==> config.mk <==
export PLATFORM = sky130hd
export DESIGN_NAME = modbus_rtu_slave
export DESIGN_NICKNAME = d
export VERILOG_FILES = /design/src/rtl/modbus_pkg.sv /design/src/rtl/modbus_rtu_slave.sv
export SDC_FILE = /design/constraint.sdc
export NUM_CORES = 1
export LEC_CHECK = 0
export ABC_AREA = 1
export BUFFER_PORTS_ARGS = -buffer_cell sky130_fd_sc_hd__clkbuf_2
export CORE_UTILIZATION = 25
export DETAILED_ROUTE_END_ITERATION = 10
export PLACE_DENSITY = 0.37
export SLEW_MARGIN = 0
export SYNTH_ARGS = -nofsm -noshare
export SYNTH_HDL_FRONTEND = slang
export SYNTH_SLANG_ARGS = --single-unit
==> constraint.sdc <==
create_clock -name sys_clk -period 3.15 [get_ports sys_clk]
set_clock_uncertainty 0.15 [all_clocks]
set_input_delay 0.4725 -clock sys_clk [delete_from_list [all_inputs] [get_ports sys_clk]]
set_output_delay 0.4725 -clock sys_clk [all_outputs]
set_load 0.01 [all_outputs]
==> src/rtl/modbus_pkg.sv <==
// constants, carrier types and helper functions for the modbus rtu slave
// assumes a 100 MHz system clock and a byte-level uart outside the block
package modbus_pkg;
    // clock and inter-frame silence
    localparam int CLK_PERIOD_NS = 10;
    localparam int CHAR_TIME_NS = 1145834; // one 11-bit character at 9600 baud
    localparam int GAP_CHAR_TENTHS = 35; // silence of 3.5 characters
    localparam longint GAP_NS = (longint'(CHAR_TIME_NS) * GAP_CHAR_TENTHS + 9) / 10;
    localparam int GAP_CYCLES = int'((GAP_NS + CLK_PERIOD_NS - 1) / CLK_PERIOD_NS);
    localparam int GAP_WIDTH = 24;

    // crc
    localparam logic [15:0] CRC_INIT = 16'hFFFF;
    localparam logic [15:0] CRC_POLY = 16'hA001;
    localparam logic [15:0] CRC_RESIDUE = 16'h0000; // crc over a frame incl. its check field

    // frame layout and limits
    localparam logic [7:0] FN_READ = 8'h03;
    localparam logic [7:0] FN_WRITE = 8'h06;
    localparam logic [7:0] BROADCAST_ADDR = 8'h00;
    localparam logic [7:0] MAX_SLAVE_ADDR = 8'hF7;
    localparam logic [15:0] MAX_WORDS = 16'h0010;
    localparam logic [4:0] REQ_BYTES = 5'h08;
    localparam logic [5:0] ECHO_LEN = 6'h08;
    localparam logic [5:0] READ_FIXED_LEN = 6'h04; // address, function, two check bytes
    localparam logic [4:0] IDX_ADDR = 5'h00;
    localparam logic [4:0] IDX_FUNC = 5'h01;

    typedef enum logic [1:0] {PAR_NONE, PAR_EVEN, PAR_ODD} parity_mode_type;

    typedef struct packed {
        logic parity;
        logic [7:0] data;
    } serial_byte_type;

    typedef struct packed {
        logic we;
        logic [15:0] addr;
        logic [15:0] wdata;
    } mem_cmd_type;

    // parity bit a transmitter puts beside a byte
    function automatic logic parity_bit(input parity_mode_type mode, input logic [7:0] data);
        case (mode)
            PAR_EVEN: parity_bit = ^data;
            PAR_ODD: parity_bit = ~^data;
            default: parity_bit = 1'h0;
        endcase
    endfunction

    // one byte through the reflected crc-16
    function automatic logic [15:0] crc_step(input logic [15:0] crc_in, input logic [7:0] data);
        logic [15:0] c;
        c = crc_in ^ {8'h00, data};
        for (int i = 0; i < 8; i++) begin
            if (c[0]) c = (c >> 1) ^ CRC_POLY;
            else c = c >> 1;
        end
        return c;
    endfunction
endpackage

==> src/rtl/modbus_rtu_slave.sv <==
// modbus rtu slave: request parsing, parameter access and reply framing
// assumes a uart that hands over one byte plus parity per pulse and
// takes one byte per valid/ready handshake; parameters live outside
`timescale 1ns/100ps
`default_nettype none

module modbus_rtu_slave #(
    parameter logic [23:0] gap_cycles = 24'(modbus_pkg::GAP_CYCLES)
) (
    input wire logic sys_clk,
    input wire logic rst,
    input wire logic [7:0] slave_address,
    input wire modbus_pkg::parity_mode_type parity_mode,
    input wire logic reply_count_format_select,
    input wire logic rx_valid,
    input wire modbus_pkg::serial_byte_type rx_byte,
    output logic tx_valid,
    output modbus_pkg::serial_byte_type tx_byte,
    input wire logic tx_ready,
    output logic mem_req,
    output modbus_pkg::mem_cmd_type mem_cmd,
    input wire logic mem_ack,
    input wire logic [15:0] mem_rdata,
    output logic parity_error,
    output logic crc_error
);
    typedef enum logic [1:0] {st_collect, st_fetch, st_write, st_send} state_type;

    state_type state;
    logic [7:0] frame [0:7];
    logic [15:0] word_buf [0:15];
    logic [4:0] idx;
    logic [15:0] crc;
    logic par_bad;
    logic [23:0] idle;
    logic gap_met;
    logic end_now;
    logic rx_bad;
    logic [15:0] word_count;
    logic [15:0] start_addr;
    logic addr_hit;
    logic fn_ok;
    logic crc_good;
    logic frame_good;
    logic bcast;
    logic echo;
    logic fmt;
    logic [4:0] word_n;
    logic [3:0] word_k;
    logic [5:0] tx_idx;
    logic [5:0] tx_len;
    logic [15:0] tx_crc;
    logic [7:0] next_tx_data;
    logic tx_take;
    logic tx_done;
    logic [5:0] head_len;
    logic [5:0] data_pos;

    // silence counter since the last received byte
    always_ff @(posedge sys_clk) begin
        if (rst) idle <= 24'h000000;
        else if (rx_valid) idle <= 24'h000000;
        else if (idle < gap_cycles) idle <= idle + 24'h000001;
    end

    assign gap_met = idle >= gap_cycles;
    // frame closes on the last quiet cycle before the silence is complete
    assign end_now = state == st_collect && idx != 5'h00 && !rx_valid
        && idle == gap_cycles - 24'h000001;
    assign rx_bad = parity_mode != modbus_pkg::PAR_NONE
        && rx_byte.parity != modbus_pkg::parity_bit(parity_mode, rx_byte.data);

    // frame capture with running crc; bytes during a reply are ignored
    always_ff @(posedge sys_clk) begin
        if (rst) begin
            idx <= 5'h00;
            crc <= modbus_pkg::CRC_INIT;
            par_bad <= 1'h0;
        end else if (state == st_collect && rx_valid) begin
            if (idx < modbus_pkg::REQ_BYTES) frame[idx[2:0]] <= rx_byte.data;
            if (idx != 5'h1F) idx <= idx + 5'h01;
            if (idx == 5'h00) begin
                crc <= modbus_pkg::crc_step(modbus_pkg::CRC_INIT, rx_byte.data);
                par_bad <= rx_bad;
            end else begin
                crc <= modbus_pkg::crc_step(crc, rx_byte.data);
                par_bad <= par_bad | rx_bad;
            end
        end else if (end_now) begin
            idx <= 5'h00;
        end
    end

    // request decode
    assign word_count = {frame[4], frame[5]};
    assign start_addr = {frame[2], frame[3]};
    assign addr_hit = frame[0] == modbus_pkg::BROADCAST_ADDR
        || (frame[0] == slave_address && slave_address != modbus_pkg::BROADCAST_ADDR
        && slave_address <= modbus_pkg::MAX_SLAVE_ADDR);
    assign fn_ok = (frame[1] == modbus_pkg::FN_READ && word_count != 16'h0000
        && word_count <= modbus_pkg::MAX_WORDS) || frame[1] == modbus_pkg::FN_WRITE;
    assign crc_good = crc == modbus_pkg::CRC_RESIDUE;
    assign frame_good = idx == modbus_pkg::REQ_BYTES && crc_good && !par_bad && addr_hit && fn_ok;

    // error pulses
    always_ff @(posedge sys_clk) begin
        if (rst) begin
            parity_error <= 1'h0;
            crc_error <= 1'h0;
        end else begin
            parity_error <= state == st_collect && rx_valid && rx_bad;
            crc_error <= end_now && !crc_good;
        end
    end

    assign tx_take = tx_valid && tx_ready;
    assign tx_done = tx_take && tx_idx == tx_len - 6'h01;
    assign head_len = fmt ? 6'h02 : 6'h01;

    // control and parameter access
    always_ff @(posedge sys_clk) begin
        if (rst) begin
            state <= st_collect;
            mem_req <= 1'h0;
            mem_cmd <= '0;
            bcast <= 1'h0;
            echo <= 1'h0;
            fmt <= 1'h0;
            word_n <= 5'h00;
            word_k <= 4'h0;
            tx_len <= 6'h00;
        end else begin
            case (state)
                st_collect: begin
                    if (end_now && frame_good) begin
                        bcast <= frame[0] == modbus_pkg::BROADCAST_ADDR;
                        fmt <= reply_count_format_select;
                        word_n <= word_count[4:0];
                        word_k <= 4'h0;
                        if (frame[1] == modbus_pkg::FN_WRITE) begin
                            state <= st_write;
                            echo <= 1'h1;
                            mem_req <= 1'h1;
                            mem_cmd <= '{we: 1'h1, addr: start_addr, wdata: word_count};
                        end else if (frame[0] != modbus_pkg::BROADCAST_ADDR) begin
                            state <= st_fetch;
                            echo <= 1'h0;
                            mem_req <= 1'h1;
                            mem_cmd <= '{we: 1'h0, addr: start_addr, wdata: 16'h0000};
                        end
                    end
                end
                st_fetch: begin
                    if (mem_ack) begin
                        word_buf[word_k] <= mem_rdata;
                        word_k <= word_k + 4'h1;
                        mem_cmd.addr <= mem_cmd.addr + 16'h0001;
                        if ({1'h0, word_k} == word_n - 5'h01) begin
                            mem_req <= 1'h0;
                            state <= st_send;
                            tx_len <= modbus_pkg::READ_FIXED_LEN + head_len + {word_n, 1'h0};
                        end
                    end
                end
                st_write: begin
                    if (mem_ack) begin
                        mem_req <= 1'h0;
                        tx_len <= modbus_pkg::ECHO_LEN;
                        state <= bcast ? st_collect : st_send;
                    end
                end
                st_send: begin
                    if (tx_done) state <= st_collect;
                end
                default: state <= st_collect;
            endcase
        end
    end

    // reply byte at the current position
    assign data_pos = tx_idx - 6'h02 - head_len;
    always_comb begin
        next_tx_data = 8'h00;
        if (echo) next_tx_data = frame[tx_idx[2:0]];
        else if (tx_idx == 6'(modbus_pkg::IDX_ADDR)) next_tx_data = frame[0];
        else if (tx_idx == 6'(modbus_pkg::IDX_FUNC)) next_tx_data = modbus_pkg::FN_READ;
        else if (tx_idx == tx_len - 6'h02) next_tx_data = tx_crc[7:0];
        else if (tx_idx == tx_len - 6'h01) next_tx_data = tx_crc[15:8];
        else if (fmt && tx_idx == 6'h02) next_tx_data = 8'h00;
        else if (tx_idx == head_len + 6'h01) next_tx_data = {2'h0, word_n, 1'h0};
        else if (data_pos[0]) next_tx_data = word_buf[data_pos[4:1]][7:0];
        else next_tx_data = word_buf[data_pos[4:1]][15:8];
    end

    // byte handshake toward the uart with running crc
    always_ff @(posedge sys_clk) begin
        if (rst) begin
            tx_valid <= 1'h0;
            tx_byte <= '0;
            tx_idx <= 6'h00;
            tx_crc <= modbus_pkg::CRC_INIT;
        end else if (state != st_send) begin
            tx_valid <= 1'h0;
            tx_idx <= 6'h00;
            tx_crc <= modbus_pkg::CRC_INIT;
        end else if (tx_take) begin
            tx_valid <= 1'h0;
            tx_idx <= tx_idx + 6'h01;
            if (tx_idx < tx_len - 6'h02) tx_crc <= modbus_pkg::crc_step(tx_crc, tx_byte.data);
        end else if (!tx_valid && (tx_idx != 6'h00 || gap_met)) begin
            tx_valid <= 1'h1;
            tx_byte.data <= next_tx_data;
            tx_byte.parity <= modbus_pkg::parity_bit(parity_mode, next_tx_data);
        end
    end
endmodule // modbus_rtu_slave

`default_nettype wire

== After elaboration in Yosys (flattened, before gate mapping) ==
Memory sizes are Yosys's and may differ from the RTL's. A register that Yosys moved wholly into a read port is not among the register bits.
Cells that the tools add are included.
Word-level totals
  input bits: 41
  logic and storage cells: 309
  memories: 2
  output and inout port bits: 46
  bits in writable memories: 320
  register bits: 134
Memory list
  word_buf: depth 16, width 16, read ports 1, clocked after Yosys merged registers in 0, write ports 1, line modbus_rtu_slave.sv:31  | logic [15:0] word_buf [0:15];
  frame: depth 8, width 8, read ports 7, clocked after Yosys merged registers in 1, write ports 1, line modbus_rtu_slave.sv:30  | logic [7:0] frame [0:7];
Operators by class
  reduce and logical (&&, ||, !) cells: 60
  muxes and demuxes: 150
  magnitude comparators: 6
  eq/ne operators: 26
  bitwise operators: 30
  add/subtract/negate cells: 13
Operators with widths (count)
  16-bit 2-to-1 mux: 96
  2-bit NOT with 3-bit output: 24
  33-bit 2-to-1 mux: 2
  8-bit 2-to-1 mux: 8
  32-bit 2-to-1 mux: 1
  16-bit one-hot mux with 2 select lines: 1
  16-bit by 8-bit XOR with 16-bit output: 2
  24-bit by 1-bit adder with 24-bit output, second input constant: 1
  24-bit by 19-bit equality test with 1-bit output, second input constant: 1
  24-bit by 19-bit >= comparator with 1-bit output, second input constant: 1
  24-bit by 19-bit less-than comparator with 1-bit output, second input constant: 1
  1-bit logical AND: 20
  2-bit 2-to-1 mux: 9
  6-bit 2-to-1 mux: 3
  1-bit 2-to-1 mux: 17
  16-bit by 1-bit adder with 16-bit output, second input constant: 1
  16-bit by 5-bit less-or-equal comparator with 1-bit output, second input constant: 1
  16-bit logical NOT: 1
  8-bit NOT with 16-bit output: 1
  16-bit nonzero test: 1
  8-bit nonzero test: 2
  8-bit XNOR reduction: 2
  8-bit parity: 2
  5-bit 2-to-1 mux: 3
  other kinds (55): 84

== Depth between registers and ports, before layout ==
Gate-level depths: netlist of the first run.
  word-level depth: 45
  depth in mapped cells: 33
  gate-level depth less buffers: 32

== Worst setup path after synthesis of the first run ==
Ideal clock, no wire load.
  path type: register to register
  start: reg tx_idx[1]
  end: reg tx_byte[8] (netlist name)
  setup slack: -0.328 ns
  setup time: 0.109 ns
  arrival: 3.219 ns
  stages on the path, launching flop included: 30
  period minus slack after synthesis: 3.478 ns
  cells stage by stage: dfxtp_1 -> inv_1 -> ha_1 -> inv_1 -> ha_1 -> inv_1 -> fa_1 -> buf_2 -> buf_2 -> o21ai_0 -> o211ai_1 -> nand3_1 -> nand2_1 -> nand2_1 -> nand2_1 -> nand2_1 -> nand2_1 -> nand2_1 -> nand2_1 -> nand2_1 -> nand2_1 -> nand2_2 -> nand2_1 -> nand2_1 -> nand2_1 -> nand2_1 -> nand3_1 -> nand3_1 -> nand2_1 -> inv_1
On the way
  longest elaborated chain between the ends: 13
  elaborated cells between the ends (all ways): 25
  those cells by class: add/sub: 2; eq/ne: 5; mux: 9; reduce/logical: 8; memory: 1
RTL lines
  start, declared: line modbus_rtu_slave.sv:50  | logic [5:0] tx_idx;
  start signal, assigned: line modbus_rtu_slave.sv:208  | tx_idx <= tx_idx + 6'h01;
  5-bit by 2-bit subtractor with 5-bit output (2 in series): line modbus_rtu_slave.sv:181  | assign data_pos = tx_idx - 6'h02 - head_len;
  memory read 16 x 16 bit
  8-bit 2-to-1 mux: line modbus_rtu_slave.sv:191  | else if (data_pos[0]) next_tx_data = word_buf[data_pos[4:1]][7:0];
  8-bit 2-to-1 mux: line modbus_rtu_slave.sv:190  | else if (tx_idx == head_len + 6'h01) next_tx_data = {2'h0, word_n, 1'h0};
  8-bit 2-to-1 mux: line modbus_rtu_slave.sv:189  | else if (fmt && tx_idx == 6'h02) next_tx_data = 8'h00;
  8-bit 2-to-1 mux: line modbus_rtu_slave.sv:188  | else if (tx_idx == tx_len - 6'h01) next_tx_data = tx_crc[15:8];
  8-bit 2-to-1 mux: line modbus_rtu_slave.sv:187  | else if (tx_idx == tx_len - 6'h02) next_tx_data = tx_crc[7:0];
  8-bit 2-to-1 mux: line modbus_rtu_slave.sv:186  | else if (tx_idx == 6'(modbus_pkg::IDX_FUNC)) next_tx_data = modbus_pkg::FN_READ;
  8-bit 2-to-1 mux: line modbus_rtu_slave.sv:185  | else if (tx_idx == 6'(modbus_pkg::IDX_ADDR)) next_tx_data = frame[0];
  8-bit 2-to-1 mux: line modbus_rtu_slave.sv:184  | if (echo) next_tx_data = frame[tx_idx[2:0]];
  8-bit XNOR reduction / 8-bit parity (equally long branches): line modbus_pkg.sv:46, modbus_pkg.sv:45
  1-bit one-hot mux with 2 select lines: line modbus_pkg.sv:44  | case (mode)
  end, declared: line modbus_rtu_slave.sv:18  | output modbus_pkg::serial_byte_type tx_byte,
Parallel ways exist; a longest one is shown, timed or not.
A chain may end at the register's enable or synchronous reset.

== Final worst setup path of the first run ==
Same ends and word-level chain as after synthesis.

==> metrics.cfg, run 1 <==
[placed_design]
place_congestion=0.8429
io_buffers=86
dpl_worst_slack_ns=-0.7873
hpwl_um=48700
dp_cells=3529
postPlaceCellArea_mm2=0.02409

[routing]
ant_nets=0
detail_route.wl_per_cell_um=19.03
routed_wirelength_um=69370
routed_via_density=4.592
drt_first_pass_iters=5
vias=16737
drc=0
drt_iter0_drc=1203

[synthesis]
ys_types=61
synth_ff_type=edfxtp_1
ys_async_sr_fraction_pct=0
synth-seq-cells=456
yosysWarnings=0
synth_edf_count=320
synth_area_mm2=0.02113
syn_area_per_cell_um2=9.414
synth.yosys.seq_area_share_pct=58.37
synthesis.nets=2322
postSynthCellCount=2244

[global_route]
grt_max_degree=48
grt_pass1_wl_um=104400
first_global_vias=16524
antenna_found_initial=3
grt_usage_pct=16.04
grt-ovfl-total=0

[power]
vdd_drop_max_mv=0.4938
leakagePower_nw=9.857
power_density_mw_per_mm2=587.7
finalPower_mw=15.40
switching_share_pct=27.89
clkPwrFrac_pct=39.7
p_comb_share_pct=15.5
p_int_mw=11.10
p_seq_share_pct=44.8
switching_power_mw=4.295

[clock_network]
clkLatencyLatePin_ns=0.61
cts_max_level=2
clock-sinks=456
cts_root_buffer=clkbuf_16
tritoncts=yes
cts_buffer_depth=3
ctsHoldBuffers=0
clkTransAtPathRegs_ns=0.06
cts_buffers=54

[status]
status=finished with violations
violations=negative setup slack

[timing]
min_period_ns=3.658
hold_viol=0
setup_violations=9
slew_violations=0
relSlewSlack_pct=54.78
worst_pin_slew_ns=0.6758
setup_ws_ns=-0.5079
rsz0062_at_grt=true
max_freq_ghz=0.2734
finalCritPeriodShare_pct=116.1

[layout]
synthToLayoutAreaGrowth_pct=24.04
drive_gt1_share_pct=18.21
fin_cells=3645
fin_util_pct=31.31
layout.nets=2543
finalInstanceArea_mm2=0.02620

[run]
max-cap-violations=0

[critical_path]
cpMaxStageDelayCell=fa_2
critical_path_class=register to register
worst_setup_path_end_kind=register
critPathMaxStageDelay_ns=0.50
critical_path.most_common_cell=nand2_1
arrival_ns=4.02
worstPathRequired_ns=3.51
startpoint_type=register
crit_fanout=11

[floorplan]
fp.dieArea_mm2=0.08567
core_area_mm2=0.08369
initial_utilization_pct=25.24
rows=106
die_h_um=292.7
die_w_um=292.7
io-pin-count=87

[worst_hold_path]
hold_path.class=input pin to register

## cells in the mapped netlist, drive strengths merged (34+ instances only)
master	number	area share, %
a21oi	122	2.9
buf	52	1.6
clkbuf	36	0.65
dfxtp	136	13
edfxtp	320	45
ha	36	2.1
inv	175	3.1
nand2	526	9.5
nand3	304	7.3
nor2	170	3.1
nor3	35	0.93
o21ai	136	3.2
xnor2	34	1.4
## final cells by class
type | instances | area [um2]
Timing Repair Buffer | 253 | 2108
Fill cell | 8675 | 57480
Tap cell | 1134 | 1419
Sequential cell | 456 | 12340
Multi-Input combinational cell | 1519 | 7931
Inverter | 181 | 691.9
Clock inverter | 36 | 286.5
Clock buffer | 65 | 1424
Antenna cell | 1 | 2.502
## worst paths after layout
path	start	endpoint	slack, ns	cells after the start
max	tx_idx[1]$_SDFFE_PP0P_	tx_byte[8]$_SDFFE_PP0P_	-0.51	28
min	rx_byte[8]	parity_error$_SDFF_PP0_	0.05	4
max reg2reg	tx_idx[1]$_SDFFE_PP0P_	tx_byte[8]$_SDFFE_PP0P_	-0.51	28
min reg2reg	idle[23]$_SDFFE_PP0N_	idle[23]$_SDFFE_PP0N_	0.27	2
## placed cells by master (no fill, tap or decap), types with 8 or more instances in the layout
cell type,n
nand2_1,501
edfxtp_1,320
nand3_1,273
inv_1,151
nor2_1,150
dfxtp_1,133
buf_4,132
a21oi_1,119
o21ai_0,119
clkbuf_2,86
clkbuf_16,56
xnor2_1,34
ha_1,33
xor2_1,32
nor3_1,31
buf_12,30
nand3_2,26
nand2_2,23
nand4_1,21
inv_2,20
nor2_2,19
nor4_1,19
clkinv_1,18
o211ai_1,17
o21ai_1,16
clkinv_2,16
a211oi_1,9
clkbuf_1,9
a31oi_1,8
## state kept, by name, indices dropped and copies added (netlist names), 6 cells and up, named ones only
signal	cells
crc	16
frame	64
idle	24
mem_cmd	33
tx_byte	9
tx_crc	16
tx_idx	6
tx_len	6
word_buf	256
## layer usage
metal / vias to the layer above / track usage [%] / share of wire (%) / wire length [um]
met5: - / 0 / 0.019 / 13
met4: 2 / 4.520 / 2.1 / 1474
met3: 87 / 2.633 / 4.4 / 3046
met2: 346 / 25.87 / 46 / 31920
met1: 8119 / 22.05 / 47 / 32920
li1: 8183 / - / - / -
## stage by stage
stage	hold WS [ns]	TNS [ns]
2_1_floorplan	0.2583	-0.03188
5_1_grt	0.04122	-3.302
3_5_place_dp	0.2673	-3.307
3_3_place_gp	0.2650	-2.793
6_report	0.04961	-1.412
4_1_cts	0.01098	-1.685
## power by group through the flow
stage / registers [mW] / clock network [mW] / logic [mW]
after floorplan: 7.00 / 0 / 1.46
after global routing: 6.92 / 6.53 / 2.68
after global placement: 7.01 / 0 / 2.39
after CTS: 6.89 / 6.32 / 2.41
final: 6.89 / 6.12 / 2.39
after detailed placement: 7.01 / 0 / 2.40
## logic make-up after synthesis
logic type               Yosys count  synth area share (%)
flip-flops                       456                 58.37
buffers and inverters            269                 5.502
XOR/XNOR                          66                 2.736
AO/OA/AOI/OAI                    325                 8.600
AND/OR/NAND/NOR                 1091                 22.56
adder cells (fa/ha/maj)           37                 2.227
## critical path: cells and delay by family (launching register included)
family / cells / cell delay, ns
AND/OR/NAND/NOR: 18 / 1.59
adder cells (fa/ha/maj): 3 / 0.90
buffers and inverters: 7 / 0.57
flip-flops: 1 / 0.35
## what timing repair did
action                     4_1_cts  5_1_grt
gates cloned                     1        1
setup buffers                    9        3
setup endpoints to repair        9       15
pin swaps                        6        4
gates resized for setup         53       13
Power figures use the tool's default switching activity.
==> inputs of run 2 (changes only) <==
--- a/config.mk
+++ b/config.mk
@@ -9,7 +9,7 @@
 export BUFFER_PORTS_ARGS = -buffer_cell sky130_fd_sc_hd__clkbuf_2
 export CORE_UTILIZATION = 25
 export DETAILED_ROUTE_END_ITERATION = 10
-export PLACE_DENSITY = 0.37
+export PLACE_DENSITY = 0.36
 export SLEW_MARGIN = 0
 export SYNTH_ARGS = -nofsm -noshare
 export SYNTH_HDL_FRONTEND = slang
==> constraint.sdc (replaced) <==
create_clock -name sys_clk -period 4.6 [get_ports sys_clk]
set_clock_uncertainty 0.15 [all_clocks]
set_input_delay 0.69 -clock sys_clk [delete_from_list [all_inputs] [get_ports sys_clk]]
set_output_delay 0.69 -clock sys_clk [all_outputs]
set_load 0.05 [all_outputs]
==> metrics.cfg, run 2 (synthesis gave the netlist of run 1 again) <==
[critical_path]
worst_setup_path_end_kind=register  ; unchanged
critical_path_class=register to register  ; unchanged
worstPathRequired_ns=4.97  ; was 3.51 ns
worst_r2r_path_depth=29  ; was 28
critPathMaxStageDelay_ns=0.48  ; was 0.50 ns
reg2reg_slack_ns=0.49  ; was -0.51 ns
critPathLaunch=tx_idx[1]$_SDFFE_PP0P_  ; unchanged
crit_fanout=35  ; was 11
cpMaxStageDelayCell=fa_2  ; unchanged
r2r_start=tx_idx[1]$_SDFFE_PP0P_  ; unchanged
critPathCapture=tx_byte[8]$_SDFFE_PP0P_  ; unchanged
critical_path.most_common_cell=nand2_1  ; unchanged
arrival_ns=4.48  ; was 4.02 ns
r2r_end=tx_byte[8]$_SDFFE_PP0P_  ; unchanged
startpoint_type=register  ; unchanged

[layout]
largest_reg_flops=256  ; unchanged
layout_commonest_cell=nand2_1  ; unchanged
layout.nets=2426  ; was 2,543
finalInstanceArea_mm2=0.02479  ; was 0.02620 mm2
synthToLayoutAreaGrowth_pct=17.37  ; was 24.04%
regMostFlops=word_buf  ; unchanged
insertedDiodeCount=0  ; was 1
fin_util_pct=29.63  ; was 31.31%
final_cell_mix=518 x nand2_1, 320 x edfxtp_1, 301 x nand3_1, 158 x inv_1, 150 x nor2_1  ; was 501 x nand2_1, 320 x edfxtp_1, 273 x nand3_1, 151 x inv_1, 150 x nor2_1
drive_gt1_share_pct=11.66  ; was 18.21%

[timing]
setup_violations=0  ; was 9
rsz0062_at_grt=false  ; was true
hold_viol=0  ; unchanged
relSlewSlack_pct=25.80  ; was 54.78%
finalSetupTns_ns=0  ; was -1.412 ns
worst_pin_slew_ns=1.106  ; was 0.6758 ns
finalCritPeriodShare_pct=89.35  ; was 116.1%
max_freq_ghz=0.2433  ; was 0.2734 GHz
min_period_ns=4.110  ; was 3.658 ns
slew_violations=0  ; unchanged

[clock_network]
cts_buffer_depth=3  ; unchanged
clkLatencyLatePin_ns=0.62  ; was 0.61 ns
cts_buffers=55  ; was 54
cts_max_level=2  ; unchanged
tritoncts=yes  ; unchanged
ctsHoldBuffers=0  ; unchanged
cts.repair.resized=0  ; was 53
clkTransAtPathRegs_ns=0.06  ; about the same
cts_root_buffer=clkbuf_16  ; unchanged
cts_setup_buffers=0  ; was 9
clock-sinks=456  ; unchanged

[floorplan]
io-pin-count=87  ; unchanged
initial_utilization_pct=25.24  ; unchanged
die_h_um=292.7  ; unchanged
fp.dieArea_mm2=0.08567  ; unchanged
core_area_mm2=0.08369  ; unchanged
rows=106  ; unchanged
die_w_um=292.7  ; unchanged

[routing]
ant_nets=0  ; unchanged
detail_route.wl_per_cell_um=20.05  ; was 19.03 um
drt_first_pass_iters=5  ; unchanged
vias=16391  ; was 16,737
drt_iter0_drc=1125  ; was 1,203
drc=0  ; unchanged
routed_via_density=4.647  ; was 4.592
routed_wirelength_um=70710  ; was 69,370 um

[status]
status=complete, no violations  ; was finished with violations

[global_route]
antenna_found_initial=1  ; was 3
grt_usage_pct=16.39  ; was 16.04%
grt-ovfl-total=0  ; unchanged
first_global_vias=16137  ; was 16,524
grt_pass1_wl_um=105300  ; was 104,400 um
grt_max_degree=74  ; was 48

[run]
max-cap-violations=0  ; unchanged

[power]
power_density_mw_per_mm2=428.8  ; was 587.7 mW/mm2
leakagePower_nw=9.110  ; was 9.857 nW
vdd_drop_max_mv=0.2639  ; was 0.4938 mV

[placed_design]
hpwl_um=46490  ; was 48,700 um
postPlaceCellArea_mm2=0.02302  ; was 0.02409 mm2
io_buffers=86  ; unchanged
place_congestion=0.8448  ; was 0.8429

[worst_hold_path]
hold_path.class=input pin to register  ; unchanged

==> run 2: cell types whose count changed in the layout (fill, tap and decap cells not counted), moves of 5 or more <==
cell and delta:
buf_12 -22, nand3_4 -5, nand2_2 -17, nand2_1 +17, nand3_2 -23, inv_1 +7, nand3_1 +28, clkinv_2 -9
buf_4 -91, inv_2 -6
==> run 2: worst min path at each step <==
stage	from	cells past startpoint	slack, ns	end
global placement	idle[21]$_SDFFE_PP0N_	2	0.27	idle[21]$_SDFFE_PP0N_
floorplan	idle[21]$_SDFFE_PP0N_	2	0.26	idle[21]$_SDFFE_PP0N_
detailed placement	idle[22]$_SDFFE_PP0N_	2	0.27	idle[22]$_SDFFE_PP0N_
global route	rx_byte[8]	4	0.24	parity_error$_SDFF_PP0_
CTS	rx_byte[8]	4	0.22	parity_error$_SDFF_PP0_
finish	rx_byte[8]	4	0.25	parity_error$_SDFF_PP0_
==> run 2: critical path, delay by kind of cell (launching register included) <==
family,cells,cell delay (ns)
fa+ha+maj,3,0.95
buf+inv,6,0.73
flops,1,0.32
simple gates,20,1.82
==> run 2: cell type report <==
cell class	count	area, um2
Clock buffer	78	1567
Sequential cell	456	12330
Timing Repair Buffer	135	898.4
Clock inverter	24	205.2
Inverter	181	686.9
Fill cell	8841	58890
Multi-Input combinational cell	1519	7686
Tap cell	1134	1419
==> run 2: per-layer routing <==
| metal | track usage, % | part of all wire, % |
|---|---|---|
| met1 | 22.32 | 47 |
| met2 | 27.06 | 47 |
| met4 | 4.342 | 2.1 |
| met5 | 0 | 0.018 |
| met3 | 2.345 | 4.3 |
==> run 2: stage by stage <==
stage / hold WS (ns) / worst slack [ns] / total power [mW] / cells
2_1_floorplan: 0.2583 / 1.122 / 5.955 / 2244
3_3_place_gp: 0.2656 / 0.5135 / 6.432 / 3425
3_5_place_dp: 0.2686 / 0.4641 / 6.435 / 3425
4_1_cts: 0.2223 / 0.4449 / 10.77 / 3527
5_1_grt: 0.2415 / 0.1469 / 11.13 / 3527
6_report: 0.2538 / 0.4901 / 10.63 / 3527
==> run 2: power breakdown <==
| group | leakage [nW] | internal [mW] | switching [mW] |
|---|---|---|---|
| clock | 0.860 | 2.48 | 1.80 |
| combinational | 4.27 | 0.483 | 1.13 |
| sequential | 3.98 | 4.56 | 0.169 |
| total | 9.11 | 7.53 | 3.10 |
==> inputs of run 3 (changes only) <==
--- a/config.mk
+++ b/config.mk
@@ -7,9 +7,10 @@
 export LEC_CHECK = 0
 export ABC_AREA = 1
 export BUFFER_PORTS_ARGS = -buffer_cell sky130_fd_sc_hd__clkbuf_2
-export CORE_UTILIZATION = 25
+export CORE_UTILIZATION = 30
+export CTS_CLUSTER_DIAMETER = 50
 export DETAILED_ROUTE_END_ITERATION = 10
-export PLACE_DENSITY = 0.36
+export PLACE_DENSITY = 0.42
 export SLEW_MARGIN = 0
 export SYNTH_ARGS = -nofsm -noshare
 export SYNTH_HDL_FRONTEND = slang
==> metrics.cfg, run 3 (synthesis gave the netlist of run 1 again) <==
[status]
status=complete, no violations  ; unchanged

[placed_design]
io_buffers=86  ; unchanged
hpwl_um=43630  ; was 46,490 um
place_congestion=0.8323  ; was 0.8448

[layout]
layout_commonest_cell=nand2_1  ; unchanged
synthToLayoutAreaGrowth_pct=18.19  ; was 17.37%
drive_gt1_share_pct=12.27  ; was 11.66%
largest_reg_flops=256  ; unchanged
fillers=7059  ; was 8,841
regMostFlops=word_buf  ; unchanged
layout.nets=2430  ; was 2,426
final_cell_mix=518 x nand2_1, 320 x edfxtp_1, 301 x nand3_1, 158 x inv_1, 150 x nor2_1  ; unchanged
fin_util_pct=36.09  ; was 29.63%

[global_route]
first_global_vias=16314  ; was 16,137
grt_usage_pct=18.99  ; was 16.39%
grt.busiest_layer=met2  ; unchanged
grt-ovfl-total=0  ; unchanged
grt_pass1_wl_um=101600  ; was 105,300 um
grt_use_met2_pct=30.41  ; was 27.06%
grt_use_met3_pct=3.025  ; was 2.345%
grt_max_degree=129  ; was 74
antenna_found_initial=0  ; was 1
use_met1_pct=26.29  ; was 22.32%

[timing]
setup_violations=0  ; unchanged
min_period_ns=4.077  ; was 4.110 ns
finalSetupTns_ns=0  ; unchanged
whs_ns=0.2726  ; was 0.2538 ns
hold_viol=0  ; unchanged
max_freq_ghz=0.2453  ; was 0.2433 GHz
slew_violations=0  ; unchanged
relSlewSlack_pct=31.14  ; was 25.80%
rsz0062_at_grt=false  ; unchanged
worst_pin_slew_ns=1.026  ; was 1.106 ns
finalCritPeriodShare_pct=88.63  ; was 89.35%

[critical_path]
arrival_ns=4.40  ; was 4.48 ns
startpoint_type=register  ; unchanged
cpMaxStageDelayCell=fa_2  ; unchanged
critPathLaunch=tx_idx[1]$_SDFFE_PP0P_  ; unchanged
critPathMaxStageDelay_ns=0.47  ; was 0.48 ns
r2r_start=tx_idx[1]$_SDFFE_PP0P_  ; unchanged
critical_path.most_common_cell=nand2_1  ; unchanged
cp_top_family=simple AND/OR/NAND/NOR gates  ; unchanged
crit_fanout=63  ; was 35
worst-path-buf-inv=6  ; unchanged
worstPathRequired_ns=4.93  ; was 4.97 ns
worst_setup_path_end_kind=register  ; unchanged
critical_path_class=register to register  ; unchanged

[clock_network]
cts_root_buffer=clkbuf_16  ; unchanged
clkLatencyLatePin_ns=0.60  ; was 0.62 ns
clkTransAtPathRegs_ns=0.05  ; was 0.06 ns
cts_max_level=3  ; was 2
tritoncts=yes  ; unchanged
clock-sinks=456  ; unchanged
cts.repair.resized=0  ; unchanged
ctsHoldBuffers=0  ; unchanged
cts_setup_buffers=0  ; unchanged
cts_buffer_depth=3  ; unchanged
cts_buffers=67  ; was 55

[routing]
routed_via_density=4.904  ; was 4.647
drt_iter0_drc=1064  ; was 1,125
drt_first_pass_iters=5  ; unchanged
detail_route.wl_per_cell_um=20.19  ; was 20.05 um
drc=0  ; unchanged
routed_wirelength_um=67360  ; was 70,710 um
ant_nets=0  ; unchanged
vias=16365  ; was 16,391

[power]
leakagePower_nw=9.299  ; was 9.110 nW
vdd_drop_max_mv=0.2363  ; was 0.2639 mV
power_density_mw_per_mm2=464.1  ; was 428.8 mW/mm2

[floorplan]
core_area_mm2=0.06919  ; was 0.08369 mm2
rows=96  ; was 106
fp.dieArea_mm2=0.07148  ; was 0.08567 mm2
die_w_um=267.4  ; was 292.7 um
io-pin-count=87  ; unchanged
die_h_um=267.4  ; was 292.7 um
initial_utilization_pct=30.53  ; was 25.24%

[worst_hold_path]
hold_path.class=input pin to register  ; unchanged
min_from=rx_byte[8]  ; unchanged

[run]
max-cap-violations=0  ; unchanged

==> run 3: area by class of cell <==
type	count	area [um2]	share of cell area (%)
antenna	2	5.005	0.02005
tap	931	1165	4.666
inverter	181	686.9	2.751
clock inverter	36	441.7	1.769
timing repair buffer	127	813.3	3.257
sequential	456	12330	49.39
multi-input combinational	1519	7686	30.78
clock buffer	85	1838	7.362
==> run 3: path summary, 6_finish.rpt <==
check                            endpoint  slack, ns  cells after the start
setup / recovery  tx_byte[8]$_SDFFE_PP0P_       0.52                     27
hold / removal    parity_error$_SDFF_PP0_       0.27                      4
setup reg to reg  tx_byte[8]$_SDFFE_PP0P_       0.52                     27
hold reg to reg     idle[20]$_SDFFE_PP0N_       0.28                      2
==> run 3: power breakdown <==
part	internal, mW	total, mW	switching (mW)
Clock	3.30	5.25	1.95
Combinational	0.476	1.60	1.12
Sequential	4.57	4.74	0.169
==> run 3: worst min-delay path, cell delays in order <==
cell,delay (ns)
clkbuf_2,0.09
nand2_1,0.05
nand3_1,0.09
inv_1,0.04
==> run 3: routing by layer <==
| metal | wire length (um) | part of all wire, % |
|---|---|---|
| met1 | 32090 | 48 |
| met4 | 1418 | 2.1 |
| met5 | 0 | 0 |
| met3 | 2931 | 4.4 |
| met2 | 30920 | 46 |
==> run 3: per-stage QoR <==
stage                     cell area [um2]  cells  power, mW  worst slack [ns]
after detailed placement            22680   3214      6.409            0.4961
after global placement              22680   3214      6.392            0.5125
final                               24970   3337      11.59            0.5229
after global routing                24960   3335      12.08            0.1880
after floorplan                     21130   2244      5.955             1.122
after CTS                           24960   3335      11.71            0.4786
